**config.mk**
```make
export PLATFORM = sky130hd
export DESIGN_NAME = swdt_top
export DESIGN_NICKNAME = d
export VERILOG_FILES = /design/src/rtl/swdt_pkg.sv /design/src/rtl/swdt_prescaler.sv /design/src/rtl/swdt_top.sv
export SDC_FILE = /design/constraint.sdc
export NUM_CORES = 1
export LEC_CHECK = 0
export ABC_AREA = 1
export BUFFER_PORTS_ARGS = -buffer_cell sky130_fd_sc_hd__buf_2
export CAP_MARGIN = 30
export CORE_ASPECT_RATIO = 2
export CORE_MARGIN = 5
export CORE_UTILIZATION = 30
export DETAILED_ROUTE_END_ITERATION = 12
export PLACE_DENSITY_LB_ADDON = 0.12
export SYNTH_ARGS = -nofsm -noshare
export SYNTH_HDL_FRONTEND = slang
export SYNTH_HIERARCHICAL = 1
export SYNTH_SLANG_ARGS = --single-unit
```
**constraint.sdc**
```tcl
create_clock -name SYS_CLK -period 7.1 [get_ports SYS_CLK]
set_clock_uncertainty 0.2 [all_clocks]
set_input_delay 0.355 -clock SYS_CLK [delete_from_list [all_inputs] [get_ports SYS_CLK]]
set_output_delay 0.355 -clock SYS_CLK [all_outputs]
set_load 0.02 [all_outputs]
```
**src/rtl/swdt_pkg.sv**
```systemverilog
// Shared constants for the system watchdog timer
package swdt_pkg;
	localparam int AXI_AW = 8;
	localparam int AXI_DW = 32;
	// Register byte addresses
	localparam logic [7:0] REG_CTRL = 8'h00;
	localparam logic [7:0] REG_TIMEOUT = 8'h04;
	localparam logic [7:0] REG_CMD = 8'h08;
	localparam logic [7:0] REG_STATUS = 8'h0C;
	localparam logic [7:0] REG_COUNT = 8'h10;
	// CTRL fields
	localparam int CTRL_UNIT_BIT = 0;
	localparam int CTRL_RSTEN_BIT = 1;
	localparam logic [1:0] CTRL_RESET = 2'h2;
	// CMD fields
	localparam int CMD_START_BIT = 0;
	localparam int CMD_RELOAD_BIT = 1;
	localparam int CMD_HALT_BIT = 2;
	// STATUS fields
	localparam int STAT_RUN_BIT = 0;
	localparam int STAT_EXP_BIT = 1;
	localparam logic [7:0] TICK_RESET = 8'h00;
	localparam logic UNIT_SEC = 1'b0;
	localparam logic UNIT_MIN = 1'b1;
	localparam logic [1:0] RESP_OKAY = 2'h0;
	localparam logic [1:0] RESP_SLVERR = 2'h2;
	// Timing
	localparam longint CLK_HZ = 200000000;
	localparam int TICK_S = 1;
	localparam int SEC_PER_MIN = 60;
	localparam longint SEC_CYCLES = CLK_HZ * TICK_S;
	localparam int RST_PULSE_CYCLES = 16;
endpackage

```
**src/rtl/swdt_prescaler.sv**
```systemverilog
// Prescaler producing one-second and one-minute tick strobes
`timescale 1ns/10ps
module swdt_prescaler #(
	parameter int SEC_DIV = 200000000,
	parameter int MIN_DIV = 60
) (
	input wire logic clk,
	input wire logic rst_n,
	input wire logic clear,
	output logic sec_tick,
	output logic min_tick
);
	logic [31:0] sec_cnt_r;
	logic [7:0] min_cnt_r;
	// ==========================================
	// Second divider, restarts on clear
	always_ff @(posedge clk or negedge rst_n) begin
		if (!rst_n) begin
			sec_cnt_r <= '0;
			sec_tick <= 1'b0;
		end else if (clear) begin
			sec_cnt_r <= '0;
			sec_tick <= 1'b0;
		end else if (sec_cnt_r == 32'(SEC_DIV - 1)) begin
			sec_cnt_r <= '0;
			sec_tick <= 1'b1;
		end else begin
			sec_cnt_r <= sec_cnt_r + 32'h1;
			sec_tick <= 1'b0;
		end
	end
	// ==========================================
	// Minute divider counts second strobes
	always_ff @(posedge clk or negedge rst_n) begin
		if (!rst_n) begin
			min_cnt_r <= '0;
			min_tick <= 1'b0;
		end else if (clear) begin
			min_cnt_r <= '0;
			min_tick <= 1'b0;
		end else if (sec_cnt_r == 32'(SEC_DIV - 1)) begin
			if (min_cnt_r == 8'(MIN_DIV - 1)) begin
				min_cnt_r <= '0;
				min_tick <= 1'b1;
			end else begin
				min_cnt_r <= min_cnt_r + 8'h1;
				min_tick <= 1'b0;
			end
		end else begin
			min_tick <= 1'b0;
		end
	end
endmodule

```
**src/rtl/swdt_top.sv**
```systemverilog
// System watchdog timer with AXI4-Lite register access
//
// Implementation choices: the register offsets and the AXI4-Lite register port.
`timescale 1ns/10ps
module swdt_top
	import swdt_pkg::*;
#(
	parameter int SEC_DIV = int'(SEC_CYCLES),
	parameter int RST_PULSE = RST_PULSE_CYCLES
) (
	input wire logic SYS_CLK,
	input wire logic RST_N,
	input wire logic [swdt_pkg::AXI_AW-1:0] S_AXI_AWADDR,
	input wire logic S_AXI_AWVALID,
	output logic S_AXI_AWREADY,
	input wire logic [swdt_pkg::AXI_DW-1:0] S_AXI_WDATA,
	input wire logic [3:0] S_AXI_WSTRB,
	input wire logic S_AXI_WVALID,
	output logic S_AXI_WREADY,
	output logic [1:0] S_AXI_BRESP,
	output logic S_AXI_BVALID,
	input wire logic S_AXI_BREADY,
	input wire logic [swdt_pkg::AXI_AW-1:0] S_AXI_ARADDR,
	input wire logic S_AXI_ARVALID,
	output logic S_AXI_ARREADY,
	output logic [swdt_pkg::AXI_DW-1:0] S_AXI_RDATA,
	output logic [1:0] S_AXI_RRESP,
	output logic S_AXI_RVALID,
	input wire logic S_AXI_RREADY,
	output logic SYS_RESET_N
);
	import swdt_pkg::*;

	// ==========================================
	// Reset release
	logic rst_s1_r, rst_n_r;
	always_ff @(posedge SYS_CLK or negedge RST_N) begin
		if (!RST_N) begin
			rst_s1_r <= 1'b0;
			rst_n_r <= 1'b0;
		end else begin
			rst_s1_r <= 1'b1;
			rst_n_r <= rst_s1_r;
		end
	end

	// ==========================================
	// Write channel capture, either order
	logic [AXI_AW-1:0] awaddr_r;
	logic [AXI_DW-1:0] wdata_r;
	logic [3:0] wstrb_r;
	logic aw_have_r, w_have_r;
	logic wr_do;
	assign wr_do = aw_have_r && w_have_r && !S_AXI_BVALID;

	always_ff @(posedge SYS_CLK or negedge rst_n_r) begin
		if (!rst_n_r) begin
			aw_have_r <= 1'b0;
			awaddr_r <= '0;
			S_AXI_AWREADY <= 1'b0;
		end else if (wr_do) begin
			aw_have_r <= 1'b0;
			S_AXI_AWREADY <= 1'b0;
		end else if (S_AXI_AWVALID && S_AXI_AWREADY) begin
			aw_have_r <= 1'b1;
			awaddr_r <= S_AXI_AWADDR;
			S_AXI_AWREADY <= 1'b0;
		end else begin
			S_AXI_AWREADY <= !aw_have_r && !S_AXI_BVALID;
		end
	end

	always_ff @(posedge SYS_CLK or negedge rst_n_r) begin
		if (!rst_n_r) begin
			w_have_r <= 1'b0;
			wdata_r <= '0;
			wstrb_r <= '0;
			S_AXI_WREADY <= 1'b0;
		end else if (wr_do) begin
			w_have_r <= 1'b0;
			S_AXI_WREADY <= 1'b0;
		end else if (S_AXI_WVALID && S_AXI_WREADY) begin
			w_have_r <= 1'b1;
			wdata_r <= S_AXI_WDATA;
			wstrb_r <= S_AXI_WSTRB;
			S_AXI_WREADY <= 1'b0;
		end else begin
			S_AXI_WREADY <= !w_have_r && !S_AXI_BVALID;
		end
	end

	function automatic logic mapped(input logic [AXI_AW-1:0] a);
		mapped = (a == REG_CTRL) || (a == REG_TIMEOUT) ||
			(a == REG_CMD) || (a == REG_STATUS) || (a == REG_COUNT);
	endfunction

	always_ff @(posedge SYS_CLK or negedge rst_n_r) begin
		if (!rst_n_r) begin
			S_AXI_BVALID <= 1'b0;
			S_AXI_BRESP <= RESP_OKAY;
		end else if (wr_do) begin
			S_AXI_BVALID <= 1'b1;
			S_AXI_BRESP <= mapped(awaddr_r) ? RESP_OKAY : RESP_SLVERR;
		end else if (S_AXI_BREADY) begin
			S_AXI_BVALID <= 1'b0;
		end
	end

	// Decoded write strobes, low byte lane carries all fields
	logic wr_lane0;
	logic wr_ctrl, wr_tmo, wr_cmd;
	assign wr_lane0 = wr_do && wstrb_r[0];
	assign wr_ctrl = wr_lane0 && (awaddr_r == REG_CTRL);
	assign wr_tmo = wr_lane0 && (awaddr_r == REG_TIMEOUT);
	assign wr_cmd = wr_lane0 && (awaddr_r == REG_CMD);

	// ==========================================
	// Configuration registers
	logic unit_r, rsten_r;
	logic [7:0] tick_r;
	always_ff @(posedge SYS_CLK or negedge rst_n_r) begin
		if (!rst_n_r) begin
			unit_r <= CTRL_RESET[CTRL_UNIT_BIT];
			rsten_r <= CTRL_RESET[CTRL_RSTEN_BIT];
		end else if (wr_ctrl) begin
			unit_r <= wdata_r[CTRL_UNIT_BIT];
			rsten_r <= wdata_r[CTRL_RSTEN_BIT];
		end
	end

	always_ff @(posedge SYS_CLK or negedge rst_n_r) begin
		if (!rst_n_r) begin
			tick_r <= TICK_RESET;
		end else if (wr_tmo) begin
			tick_r <= wdata_r[7:0];
		end
	end

	// ==========================================
	// Countdown engine
	logic sec_tick, min_tick, unit_tick;
	logic run_r, exp_r;
	logic [7:0] count_r;
	logic do_start, do_reload, do_halt;

	// Commands: halt wins over start and reload
	assign do_halt = (wr_cmd && wdata_r[CMD_HALT_BIT]) ||
		(wr_tmo && wdata_r[7:0] == 8'h00);
	assign do_start = (wr_cmd && wdata_r[CMD_START_BIT]) ||
		(wr_tmo && wdata_r[7:0] != 8'h00);
	assign do_reload = wr_cmd && wdata_r[CMD_RELOAD_BIT] && run_r;

	// Restarting the prescaler keeps the first tick a full period long
	swdt_prescaler #(
		.SEC_DIV(SEC_DIV),
		.MIN_DIV(SEC_PER_MIN)
	) u_presc (
		.clk(SYS_CLK),
		.rst_n(rst_n_r),
		.clear(do_start || do_reload),
		.sec_tick(sec_tick),
		.min_tick(min_tick)
	);

	assign unit_tick = (unit_r == UNIT_MIN) ? min_tick : sec_tick;

	logic [7:0] start_val;
	// New timeout value applies at once on its own write
	assign start_val = wr_tmo ? wdata_r[7:0] : tick_r;

	always_ff @(posedge SYS_CLK or negedge rst_n_r) begin
		if (!rst_n_r) begin
			run_r <= 1'b0;
			count_r <= '0;
		end else if (do_halt) begin
			run_r <= 1'b0;
		end else if (do_start || do_reload) begin
			// Start with a zero timeout stays idle
			run_r <= (start_val != 8'h00);
			count_r <= start_val;
		end else if (run_r && unit_tick) begin
			count_r <= count_r - 8'h1;
			if (count_r == 8'h01) begin
				run_r <= 1'b0;
			end
		end
	end

	logic expire;
	assign expire = run_r && unit_tick && (count_r == 8'h01) &&
		!do_halt && !do_start && !do_reload;

	// Sticky expiry flag; a start in the same cycle masks expire, so the clear wins
	always_ff @(posedge SYS_CLK or negedge rst_n_r) begin
		if (!rst_n_r) begin
			exp_r <= 1'b0;
		end else if (expire) begin
			exp_r <= 1'b1;
		end else if (do_start) begin
			exp_r <= 1'b0;
		end
	end

	// ==========================================
	// System reset pulse
	logic [7:0] pulse_r;
	always_ff @(posedge SYS_CLK or negedge rst_n_r) begin
		if (!rst_n_r) begin
			pulse_r <= '0;
			SYS_RESET_N <= 1'b1;
		end else if (expire && rsten_r) begin
			pulse_r <= 8'(RST_PULSE - 1);
			SYS_RESET_N <= 1'b0;
		end else if (pulse_r != 8'h00) begin
			pulse_r <= pulse_r - 8'h1;
		end else begin
			SYS_RESET_N <= 1'b1;
		end
	end

	// ==========================================
	// Read channel
	logic [AXI_DW-1:0] rd_val;
	always_comb begin
		rd_val = '0;
		unique case (S_AXI_ARADDR)
			REG_CTRL: begin
				rd_val[CTRL_UNIT_BIT] = unit_r;
				rd_val[CTRL_RSTEN_BIT] = rsten_r;
			end
			REG_TIMEOUT: rd_val[7:0] = tick_r;
			REG_STATUS: begin
				rd_val[STAT_RUN_BIT] = run_r;
				rd_val[STAT_EXP_BIT] = exp_r;
			end
			REG_COUNT: rd_val[7:0] = count_r;
			default: rd_val = '0;
		endcase
	end

	always_ff @(posedge SYS_CLK or negedge rst_n_r) begin
		if (!rst_n_r) begin
			S_AXI_ARREADY <= 1'b0;
			S_AXI_RVALID <= 1'b0;
			S_AXI_RDATA <= '0;
			S_AXI_RRESP <= RESP_OKAY;
		end else if (S_AXI_ARVALID && S_AXI_ARREADY) begin
			S_AXI_ARREADY <= 1'b0;
			S_AXI_RVALID <= 1'b1;
			S_AXI_RDATA <= rd_val;
			S_AXI_RRESP <= mapped(S_AXI_ARADDR) ? RESP_OKAY : RESP_SLVERR;
		end else if (S_AXI_RVALID) begin
			if (S_AXI_RREADY) begin
				S_AXI_RVALID <= 1'b0;
			end
		end else begin
			S_AXI_ARREADY <= 1'b1;
		end
	end
endmodule
```
# After elaboration in Yosys (flattened, before gate mapping)
# Cells that the tools add are included.
[word_totals]
register_bits = 109
latchBits = 0
romBits = 0
in_bits = 59
word_cells = 148
mem_count = 0
ram_bits = 0
[op_classes]
n_shift = 0
reduce_logical = 59
n_mul = 0
n_mux = 43
eq_ne = 13
order_cmp = 0
bitwise_logic = 2
div_mod_pow = 0
n_addsub = 4
[op_table]
columns = ["cell", "n"]
rows = [
  ["two-way mux 32 bit", 2],
  ["two-way mux 8 bit", 8],
  ["adder 32 x 1 -> 32 bit, second input constant", 1],
  ["== test 32 x 28 -> 1 bit, second input constant", 1],
  ["== test 8 x 4 -> 1 bit, second input constant", 4],
  ["two-way mux 1 bit", 29],
  ["logical NOT 8 bit", 3],
  ["nonzero test 8 bit", 3],
  ["logical AND 1 bit", 23],
  ["== test 8 x 3 -> 1 bit, second input constant", 2],
  ["== test 8 x 5 -> 1 bit, second input constant", 2],
  ["subtractor 8 x 1 -> 8 bit, second input constant", 2],
  ["nonzero test 2 bit", 7],
  ["case mux 6 bit (2 select lines)", 1],
  ["logical OR 1 bit", 11],
  ["adder 8 x 1 -> 8 bit, second input constant", 1],
  ["== test 8 x 1 -> 1 bit, second input constant", 1],
  ["== test 8 x 6 -> 1 bit, second input constant", 1],
  ["case mux 2 bit (4 select lines)", 1],
  ["AND reduction 2 bit", 4],
  ["logical NOT 1 bit", 6],
  ["nonzero test 3 bit", 2],
  ["two-way mux 2 bit", 2],
  ["!= test 2 x 1 -> 1 bit, second input constant", 1],
  ["other kinds (2)", 3],
]

# Depth between registers and ports, before layout
# Gate-level depths: netlist of run 1.
[depth]
depth_word = 12
ltp_mapped = 13
ltp_nobuf = 12

# Cells and area by module
# Netlist of run 1, hierarchy kept.
[by_module_without_submodules]
columns = ["mod", "instances", "area_each_um2", "cells_per_inst"]
rows = [
  ["swdt_top", 1, 3562.2, 456],
  ["swdt_prescaler", 1, 2516.2, 347],
]

# Worst setup path after synthesis of run 1
# No wires, ideal clock.
[synth_path]
path_kind = "flip-flop to flip-flop"
startpoint = "register S_AXI_BVALID"
endpoint = "register u_presc.min_cnt_r[5]"
path_stages_with_launch = 11
period_less_slack_ps = 2169
arrival_time_ps = 1848
path_slack_ps = 4931
path_buffers = 2
setup_ps = 121
cell_sequence = "dfrtp_1 inv_2 nand4_2 nor2_4 nand3_1 nand3_4 clkbuf_1 inv_1 buf_2 nand3_1 o21ai_1"
[synth_between]
elab_chain_len = 8
[synth_lines]
columns = ["element", "line", "text"]
rows = [
  ["from (decl)", "swdt_top.sv:21", "output logic S_AXI_BVALID,"],
  ["from (signal assigned)", "swdt_top.sv:99", "S_AXI_BVALID <= 1'b0;"],
  ["from (signal assigned)", "swdt_top.sv:102", "S_AXI_BVALID <= 1'b1;"],
  ["from (signal assigned)", "swdt_top.sv:105", "S_AXI_BVALID <= 1'b0;"],
  ["logical NOT 1 bit *", "swdt_top.sv:54", "assign wr_do = aw_have_r && w_have_r && !S_AXI_BVALID;"],
  ["logical AND 1 bit *", "swdt_top.sv:54", ""],
  ["logical AND 1 bit *", "swdt_top.sv:112", "assign wr_lane0 = wr_do && wstrb_r[0];"],
  ["logical AND 1 bit (on tied branches)", "swdt_top.sv:115, swdt_top.sv:114", ""],
  ["logical AND 1 bit (on tied branches)", "swdt_top.sv:149, swdt_top.sv:150, swdt_top.sv:151", ""],
  ["logical OR 1 bit or logical AND 1 bit (tied branches)", "swdt_top.sv:149, swdt_top.sv:151", ""],
  ["logical OR 1 bit *", "swdt_top.sv:160", ".clear(do_start || do_reload),"],
  ["two-way mux 8 bit or nonzero test 2 bit (tied branches)", "n/a", ""],
  ["to (signal assigned)", "swdt_prescaler.sv:46", "min_cnt_r <= min_cnt_r + 8'h1;"],
  ["to (decl)", "swdt_prescaler.sv:14", "logic [7:0] min_cnt_r;"],
]
# Every way passes the cells marked *; elsewhere a longest branch is shown, timed or not.
# A chain may end at the register's enable or synchronous reset.

# Worst setup path in the final report of run 1
[layout_path]
startpoint = "register wdata_r[1]"
endpoint = "register u_presc.sec_cnt_r[3]"
[layout_between]
elab_chain_len = 5
[layout_lines]
columns = ["element", "line", "text"]
rows = [
  ["from (decl)", "swdt_top.sv:50", "logic [AXI_DW-1:0] wdata_r;"],
  ["from (signal assigned)", "swdt_top.sv:76", "wdata_r <= '0;"],
  ["from (signal assigned)", "swdt_top.sv:84", "wdata_r <= S_AXI_WDATA;"],
  ["nonzero test 8 bit", "swdt_top.sv:150", "(wr_tmo && wdata_r[7:0] != 8'h00);"],
  ["logical AND 1 bit", "swdt_top.sv:150", ""],
  ["logical OR 1 bit", "swdt_top.sv:149", "assign do_start = (wr_cmd && wdata_r[CMD_START_BIT]) ||"],
  ["logical OR 1 bit *", "swdt_top.sv:160", ""],
  ["two-way mux 32 bit *", "swdt_prescaler.sv:21", "end else if (clear) begin"],
  ["to (signal assigned)", "swdt_prescaler.sv:28", "sec_cnt_r <= sec_cnt_r + 32'h1;"],
  ["to (decl)", "swdt_prescaler.sv:13", "logic [31:0] sec_cnt_r;"],
]
# Marks and branches as above.

==> impl_metrics.csv, run 1 <==
group,metric,value,unit
status,outcome,"finished clean",
layout,utilization,34.5,%
layout,n_antenna_cell,0,
logic_synthesis,synthFlopType,"dfrtp_1",
cts,cts.sinks,107,
routing,vias,4962,
layout,design_area,6860,um2
floorplanning,dieArea,23400,um2
setup_path,r2r_cells,9,
cts,cts_tree,"yes",
logic_synthesis,async_reset_ff_share,100,%
timing,tns,0,ns
layout,fillers,2212,
place,numPortBuffers,47,
routing,first_iter_violations,156,
logic_synthesis,netlist_instances,803,
layout,drive_above_1_share,13.9,%
cts,ctsHoldBuffers,3,
routing,routed_via_density,4.43,
timing,whs,0.0322,ns
logic_synthesis,synthTopCellsByArea,"dfrtp_1, nand2_1, nor2_1",
floorplanning,rows,73,
power,irDropWorstVdd,0.104,mV
run,drv_cap,0,
place,placed_area,6480,um2
power,power,0.00197,W
cts,ctsLongestPathBuffers,2,
routing,routedWlPerCell,14.0,um
cts,numCtsBuffers,9,
global_route,grt_overflow,0,
global_route,grt_usage,13.9,%
cts,clk_latency,0.36,ns
timing,drv_slew,0,
routing,drc_errors,0,
setup_path,crit_type,"reg2reg",
logic_synthesis,synth_edf_count,0,
layout,multi_input_area,2840,um2
place,place_hpwl,12.2,mm
timing,hold_viol_final,0,
min_path,hold_path_class,"in2reg",
layout,fin_nets,919,
power,powerDensity,287,nW/um2
timing,setup_violations,0,
routing,wl,15.7,mm
logic_synthesis,synth.distinct_cells,41,
logic_synthesis,synth.top_cell.area_share,43.2,%
floorplanning,start_util,30.5,%
setup_path,cp.arrival,2.85,ns
place,gp_congestion,0.804,
logic_synthesis,synth_largest_area_cell,"dfrtp_1",
power,p_leak,3.49,nW
global_route,grt_max_degree,62,
setup_path,critPathRequiredTime,7.18,ns
layout,regArea,2680,um2
timing,slew_headroom,45.5,%
timing,tightest_slew,0.817,ns
floorplanning,die_h,211,um
timing,finalCritPeriodShare,39.1,%
cts,clk_pin_slew,0.07,ns
setup_path,crit_fanout,25,
timing,max_freq,360,MHz
floorplanning,core,19900,um2
setup_path,crit_path_start_kind,"flop",
floorplanning,die_w,111,um
cts,root_buffer,"clkbuf_16",
routing,ant_nets,0,
routing,firstDrtPassIters,4,
logic_synthesis,syn_area,6080,um2
global_route,grt_antenna_before_repair,0,
cts,h-tree-depth,3,
setup_path,worstSetupEndpointType,"flop",
cts,cts_resized,0,
layout,areaGrowthSynthToFinish,12.9,%
global_route,grt_pass1_wl,25.7,mm
min_path,holdPathStages,2,
floorplanning,io_pins,101,
logic_synthesis,yosysSeqAreaShare,44.1,%
cts,post-cts-setup-buffers,0,
timing,finalCriticalPeriod,2.77,ns
logic_synthesis,synth_warnings,6,
timing,rsz0062_at_grt,"no",
logic_synthesis,syn_avg_cell_area,7.57,um2
global_route,grt_pass1_vias,5070,
logic_synthesis,ys_ff_latch,107,
-- layout make-up --
type | instances | share of cell area [%]
clock buffer | 10 | 3.48
clock inverter | 6 | 1.62
inverter | 103 | 5.64
multi-input combinational | 582 | 41.4
sequential | 107 | 39.1
tap | 262 | 4.78
timing repair buffer | 51 | 3.98
-- cells by family after synthesis --
kind of cell,synth area share [%]
and+or+nand+nor,33.3
buffers and inverters,10.7
DFF,44.1
AOI/OAI and AO/OA,5.95
xor gates and xnor gates,3.60
adders and majority gates,1.24
muxes,0.926
other,0.124
-- through the flow --
stage / worst slack (ns) / cells
floorplan: 3.70 / 828
global placement: 4.24 / 1102
detailed placement: 4.24 / 1102
CTS: 4.25 / 1121
global route: 4.07 / 1121
finish: 4.33 / 1121
-- layout by cell type, fill, tap and decap left out, drive strengths merged, types with 2 or more instances in the layout --
cell type / n
a21oi: 19
clkinv: 8
dlygate4sd3: 3
nand4: 8
xnor2: 4
dfstp: 2
bufinv: 3
ha: 6
xor2: 21
nor2: 139
nand3: 68
o22ai: 8
nor3b: 2
nor3: 7
clkbuf: 10
nand3b: 2
nand2: 231
mux2: 5
dfrtp: 105
o21ai: 29
o21bai: 2
buf: 48
inv: 97
conb: 27
-- state kept, by name, indices dropped and copies added, names as in the netlist, 8 cells and up --
name	cells
u_presc/sec_cnt_r	32
S_AXI_RDATA	8
awaddr_r	8
count_r	8
pulse_r	8
tick_r	8
u_presc/min_cnt_r	8
wdata_r	8
-- Yosys cell counts, types with 2 or more instances --
master	count
mux2_2	5
o21ai_0	19
buf_4	26
nor3_1	7
dfstp_2	2
nand2_4	2
buf_6	4
xor2_1	21
nor2_1	124
nor2_2	10
o21ai_1	6
nand3b_1	2
nand3_2	8
dfrtp_1	105
inv_1	89
clkbuf_1	3
nand2_1	222
nand2_2	7
nor2_4	4
o21ai_2	3
clkinv_1	7
nand3_1	58
o22ai_1	8
buf_2	3
nor3b_1	2
xnor2_1	4
a21oi_1	19
nand3_4	2
nand4_1	7
inv_2	7
conb_1	2
ha_1	6
-- per-layer routing --
| layer | global-route usage, % | vias up | share of wire, % |
|---|---|---|---|
| met4 | 5.99 | 0 | 3.0 |
| met5 | 0 | - | 0 |
| li1 | - | 2550 | - |
| met1 | 13.9 | 2311 | 37 |
| met3 | 2.12 | 24 | 2.6 |
| met2 | 27.9 | 77 | 58 |
-- worst paths after layout --
check / startpoint / endpoint / slack [ns]
max: wdata_r[1] / u_presc/sec_cnt_r[3] / 4.33
max in group asynchronous: rst_n_r / u_presc/sec_cnt_r[4] / 5.26
min: S_AXI_AWADDR[6] / awaddr_r[6] / 0.03
max reg2reg: wdata_r[1] / u_presc/sec_cnt_r[3] / 4.33
min in group asynchronous: RST_N / rst_n_r / 0.11
min reg2reg: rst_n_r / awaddr_r[6] / 0.15
-- power breakdown --
part / switching [W] / total, W / internal (W)
clock: 0.000241 / 0.000597 / 0.000355
sequential: 0.000116 / 0.000862 / 0.000745
combinational: 0.000328 / 0.000510 / 0.000183
total: 0.000685 / 0.00197 / 0.00128
-- critical path, cell delays in order, from the launching register on --
cell and delay, ns:
dfrtp_1 0.45, inv_2 0.11, nand2_1 0.08, nor2_1 0.10
nand2_1 0.13, nand3_2 0.12, nand3_4 0.30, inv_1 0.67
nand2_2 0.34, nor2_1 0.18
Power figures use the tool's default switching activity.
==> run 2, diff against run 1 <==
ABC_AREA = 0   (was 1)
clock period = 2.64 ns   (was 7.1 ns; I/O delays follow)
==> run 2 against run 1 <==
Die area is 5.7% lower. Flip-flop and latch count stayed put. Setup slack worse by 4.3 ns. Global-route usage is 0.65 points higher. Via count is 9.0% lower. Core utilization is 2.3 points higher. Count of clock-buffer cells in the layout stayed put. Highest routed layer unchanged. Synthesized cell count is 29% lower. Clock power is 150% higher. Design area is 0.35% higher. Largest power group unchanged. Non-clock buffer count is 47 higher.
==> impl_metrics.csv, run 2 <==
group,metric,value,unit
logic_synthesis,yosysSeqAreaShare,47.0,%
routing,wl,15.3,mm
cts,clk_pin_slew,0.07,ns
setup_path,cp.arrival,2.57,ns
timing,fin_ws,0.0737,ns
timing,tns,0,ns
power,power,0.00520,W
timing,whs,0.0363,ns
global_route,grt_pass1_vias,4795,
logic_synthesis,async_reset_ff_share,100,%
timing,rsz0062_at_grt,"yes",
floorplanning,die_w,108,um
logic_synthesis,synthFlopType,"dfrtp_1",
setup_path,r2r_start,"awaddr_r[7]",
logic_synthesis,yosysMostFrequentCell,"dfrtp_1",
logic_synthesis,synth_largest_area_cell,"dfrtp_1",
layout,fillers,1910,
timing,finalCriticalPeriod,2.57,ns
logic_synthesis,synth.top_cell.area_share,46.0,%
layout,areaGrowthSynthToFinish,20.6,%
routing,drc_errors,0,
timing,hold_viol_final,0,
routing,routedWlPerCell,16.6,um
power,irDropWorstVdd,0.391,mV
logic_synthesis,netlist_instances,568,
place,place_hpwl,11.8,mm
place,dpl_worst_slack,0.0572,ns
floorplanning,io_pins,101,
logic_synthesis,syn_area,5710,um2
logic_synthesis,synth_common_cells,"dfrtp_1, nand2_1, nor2_1, buf_4, mux2_2",
place,gp_congestion,0.863,
status,outcome,"finished clean",
logic_synthesis,ys_ff_latch,107,
global_route,grt_pass1_wl,25.2,mm
min_path,min_to,"S_AXI_RVALID",
cts,cts.sinks,107,
min_path,hold_path_startpoint,"S_AXI_ARVALID",
floorplanning,rows,71,
layout,largest_reg_flops,32,
logic_synthesis,synth_edf_count,0,
timing,setup_violations,0,
setup_path,crit_path_start_kind,"flop",
power,p_leak,3.08,nW
logic_synthesis,synthTopCellsByArea,"dfrtp_1, mux2_2, xor2_1",
timing,slew_headroom,41.7,%
routing,first_iter_violations,123,
setup_path,critPathRequiredTime,2.64,ns
layout,mostFrequentLayoutCell,"dfrtp_1",
layout,fin_cells,919,
global_route,grt_antenna_before_repair,0,
routing,vias,4516,
layout,fin_nets,724,
setup_path,r2r-end,"count_r[4]",
power,powerDensity,756,nW/um2
timing,finalCritPeriodShare,97.2,%
timing,max_freq,390,MHz
routing,firstDrtPassIters,5,
routing,routed_via_density,4.91,
cts,h-tree-depth,3,
setup_path,crit_type,"reg2reg",
setup_path,crit_fanout,10,
min_path,hold_path_class,"in2reg",
setup_path,r2r_cells,5,
logic_synthesis,synth.distinct_cells,60,
floorplanning,dieArea,22100,um2
layout,layout_common_cells,"dfrtp_1, nand2_1, nor2_1, buf_2, conb_1",
cts,cts_tree,"yes",
cts,ctsLongestPathBuffers,2,
layout,largest-register,"u_presc/sec_cnt_r",
min_path,holdPathStages,4,
run,drv_cap,0,
global_route,grt_max_degree,45,
layout,n_antenna_cell,0,
floorplanning,core,18700,um2
floorplanning,die_h,205,um
floorplanning,start_util,30.5,%
global_route,grt_usage,14.6,%
logic_synthesis,syn_avg_cell_area,10.0,um2
place,numPortBuffers,47,
timing,drv_slew,0,
cts,root_buffer,"clkbuf_16",
cts,clk_latency,0.35,ns
cts,numCtsBuffers,9,
setup_path,worstSetupEndpointType,"flop",
timing,tightest_slew,0.867,ns
place,dp.cells,878,
setup_path,reg2reg_slack,0.07,ns
logic_synthesis,synth_warnings,6,
routing,ant_nets,0,
global_route,grt_overflow,0,
layout,drive_above_1_share,20.9,%
==> run 2: cells by family (layout without fill, tap and decap cells) <==
logic type | after synthesis | after routing | share of synthesized area (%)
compound gates | 85 | 85 | 9.78
other cells | 2 | 27 | 0.132
mux | 32 | 32 | 6.18
fa+ha+maj | 6 | 6 | 1.32
xor+xnor | 33 | 33 | 5.06
simple gates | 246 | 246 | 24.5
buf+inv | 57 | 128 | 6.07
flops | 107 | 107 | 47.0
==> run 2: worst max-delay path, cell delays in order (launching register included) <==
cell	delay [ns]
dfrtp_1	0.39
or4_4	0.61
or4_4	0.66
mux2_2	0.32
mux2i_1	0.14
a2bb2oi_1	0.09
==> run 2: routing by layer <==
layer | vias up | part of all wire, % | GRT usage, %
li1 | 2180 | - | -
met1 | 2210 | 35 | 14.8
met2 | 95 | 58 | 28.2
met3 | 31 | 3.2 | 2.37
met4 | 0 | 3.3 | 6.59
met5 | - | 0 | 0
==> run 2: cell type report <==
cell class / instances / area (um2) / share of cell area, %
Multi-Input combinational cell: 429 / 2800 / 40.6
Sequential cell: 107 / 2680 / 39.0
Timing Repair Buffer: 98 / 703 / 10.2
Tap cell: 255 / 319 / 4.63
Clock buffer: 10 / 239 / 3.47
Clock inverter: 6 / 88.8 / 1.29
Inverter: 14 / 52.6 / 0.763
==> run 2: repair_timing <==
action                                 4_1_cts  5_1_grt
endpoints found under the hold margin       28        0
buffers inserted                             0        1
resized for setup                            0        3
setup endpoints to repair                    0        5
hold buffers                                24        0
==> run 2: where the power goes <==
group | switching, W | internal [W] | leakage [nW]
Clock | 0.000612 | 0.000857 | 0.155
Sequential | 0.000427 | 0.00200 | 1.29
Combinational | 0.000712 | 0.000594 | 1.64
==> run 2: worst max-delay path by stage <==
stage | start | end | slack [ns]
6_report | awaddr_r[7] | count_r[4] | 0.07
5_1_grt | awaddr_r[7] | count_r[4] | -0.003
4_1_cts | awaddr_r[0] | count_r[4] | 0.04
3_5_place_dp | awaddr_r[0] | count_r[4] | 0.06
3_3_place_gp | awaddr_r[0] | count_r[0] | 0.08
2_1_floorplan | awaddr_r[2] | u_presc/sec_cnt_r[16] | 0.009
==> run 2: metrics by stage <==
stage	utilization (%)	area (um2)
CTS	36.6	6860
detailed placement	33.6	6290
global placement	33.6	6290
finish	36.7	6880
global route	36.7	6880
floorplan	-	5810
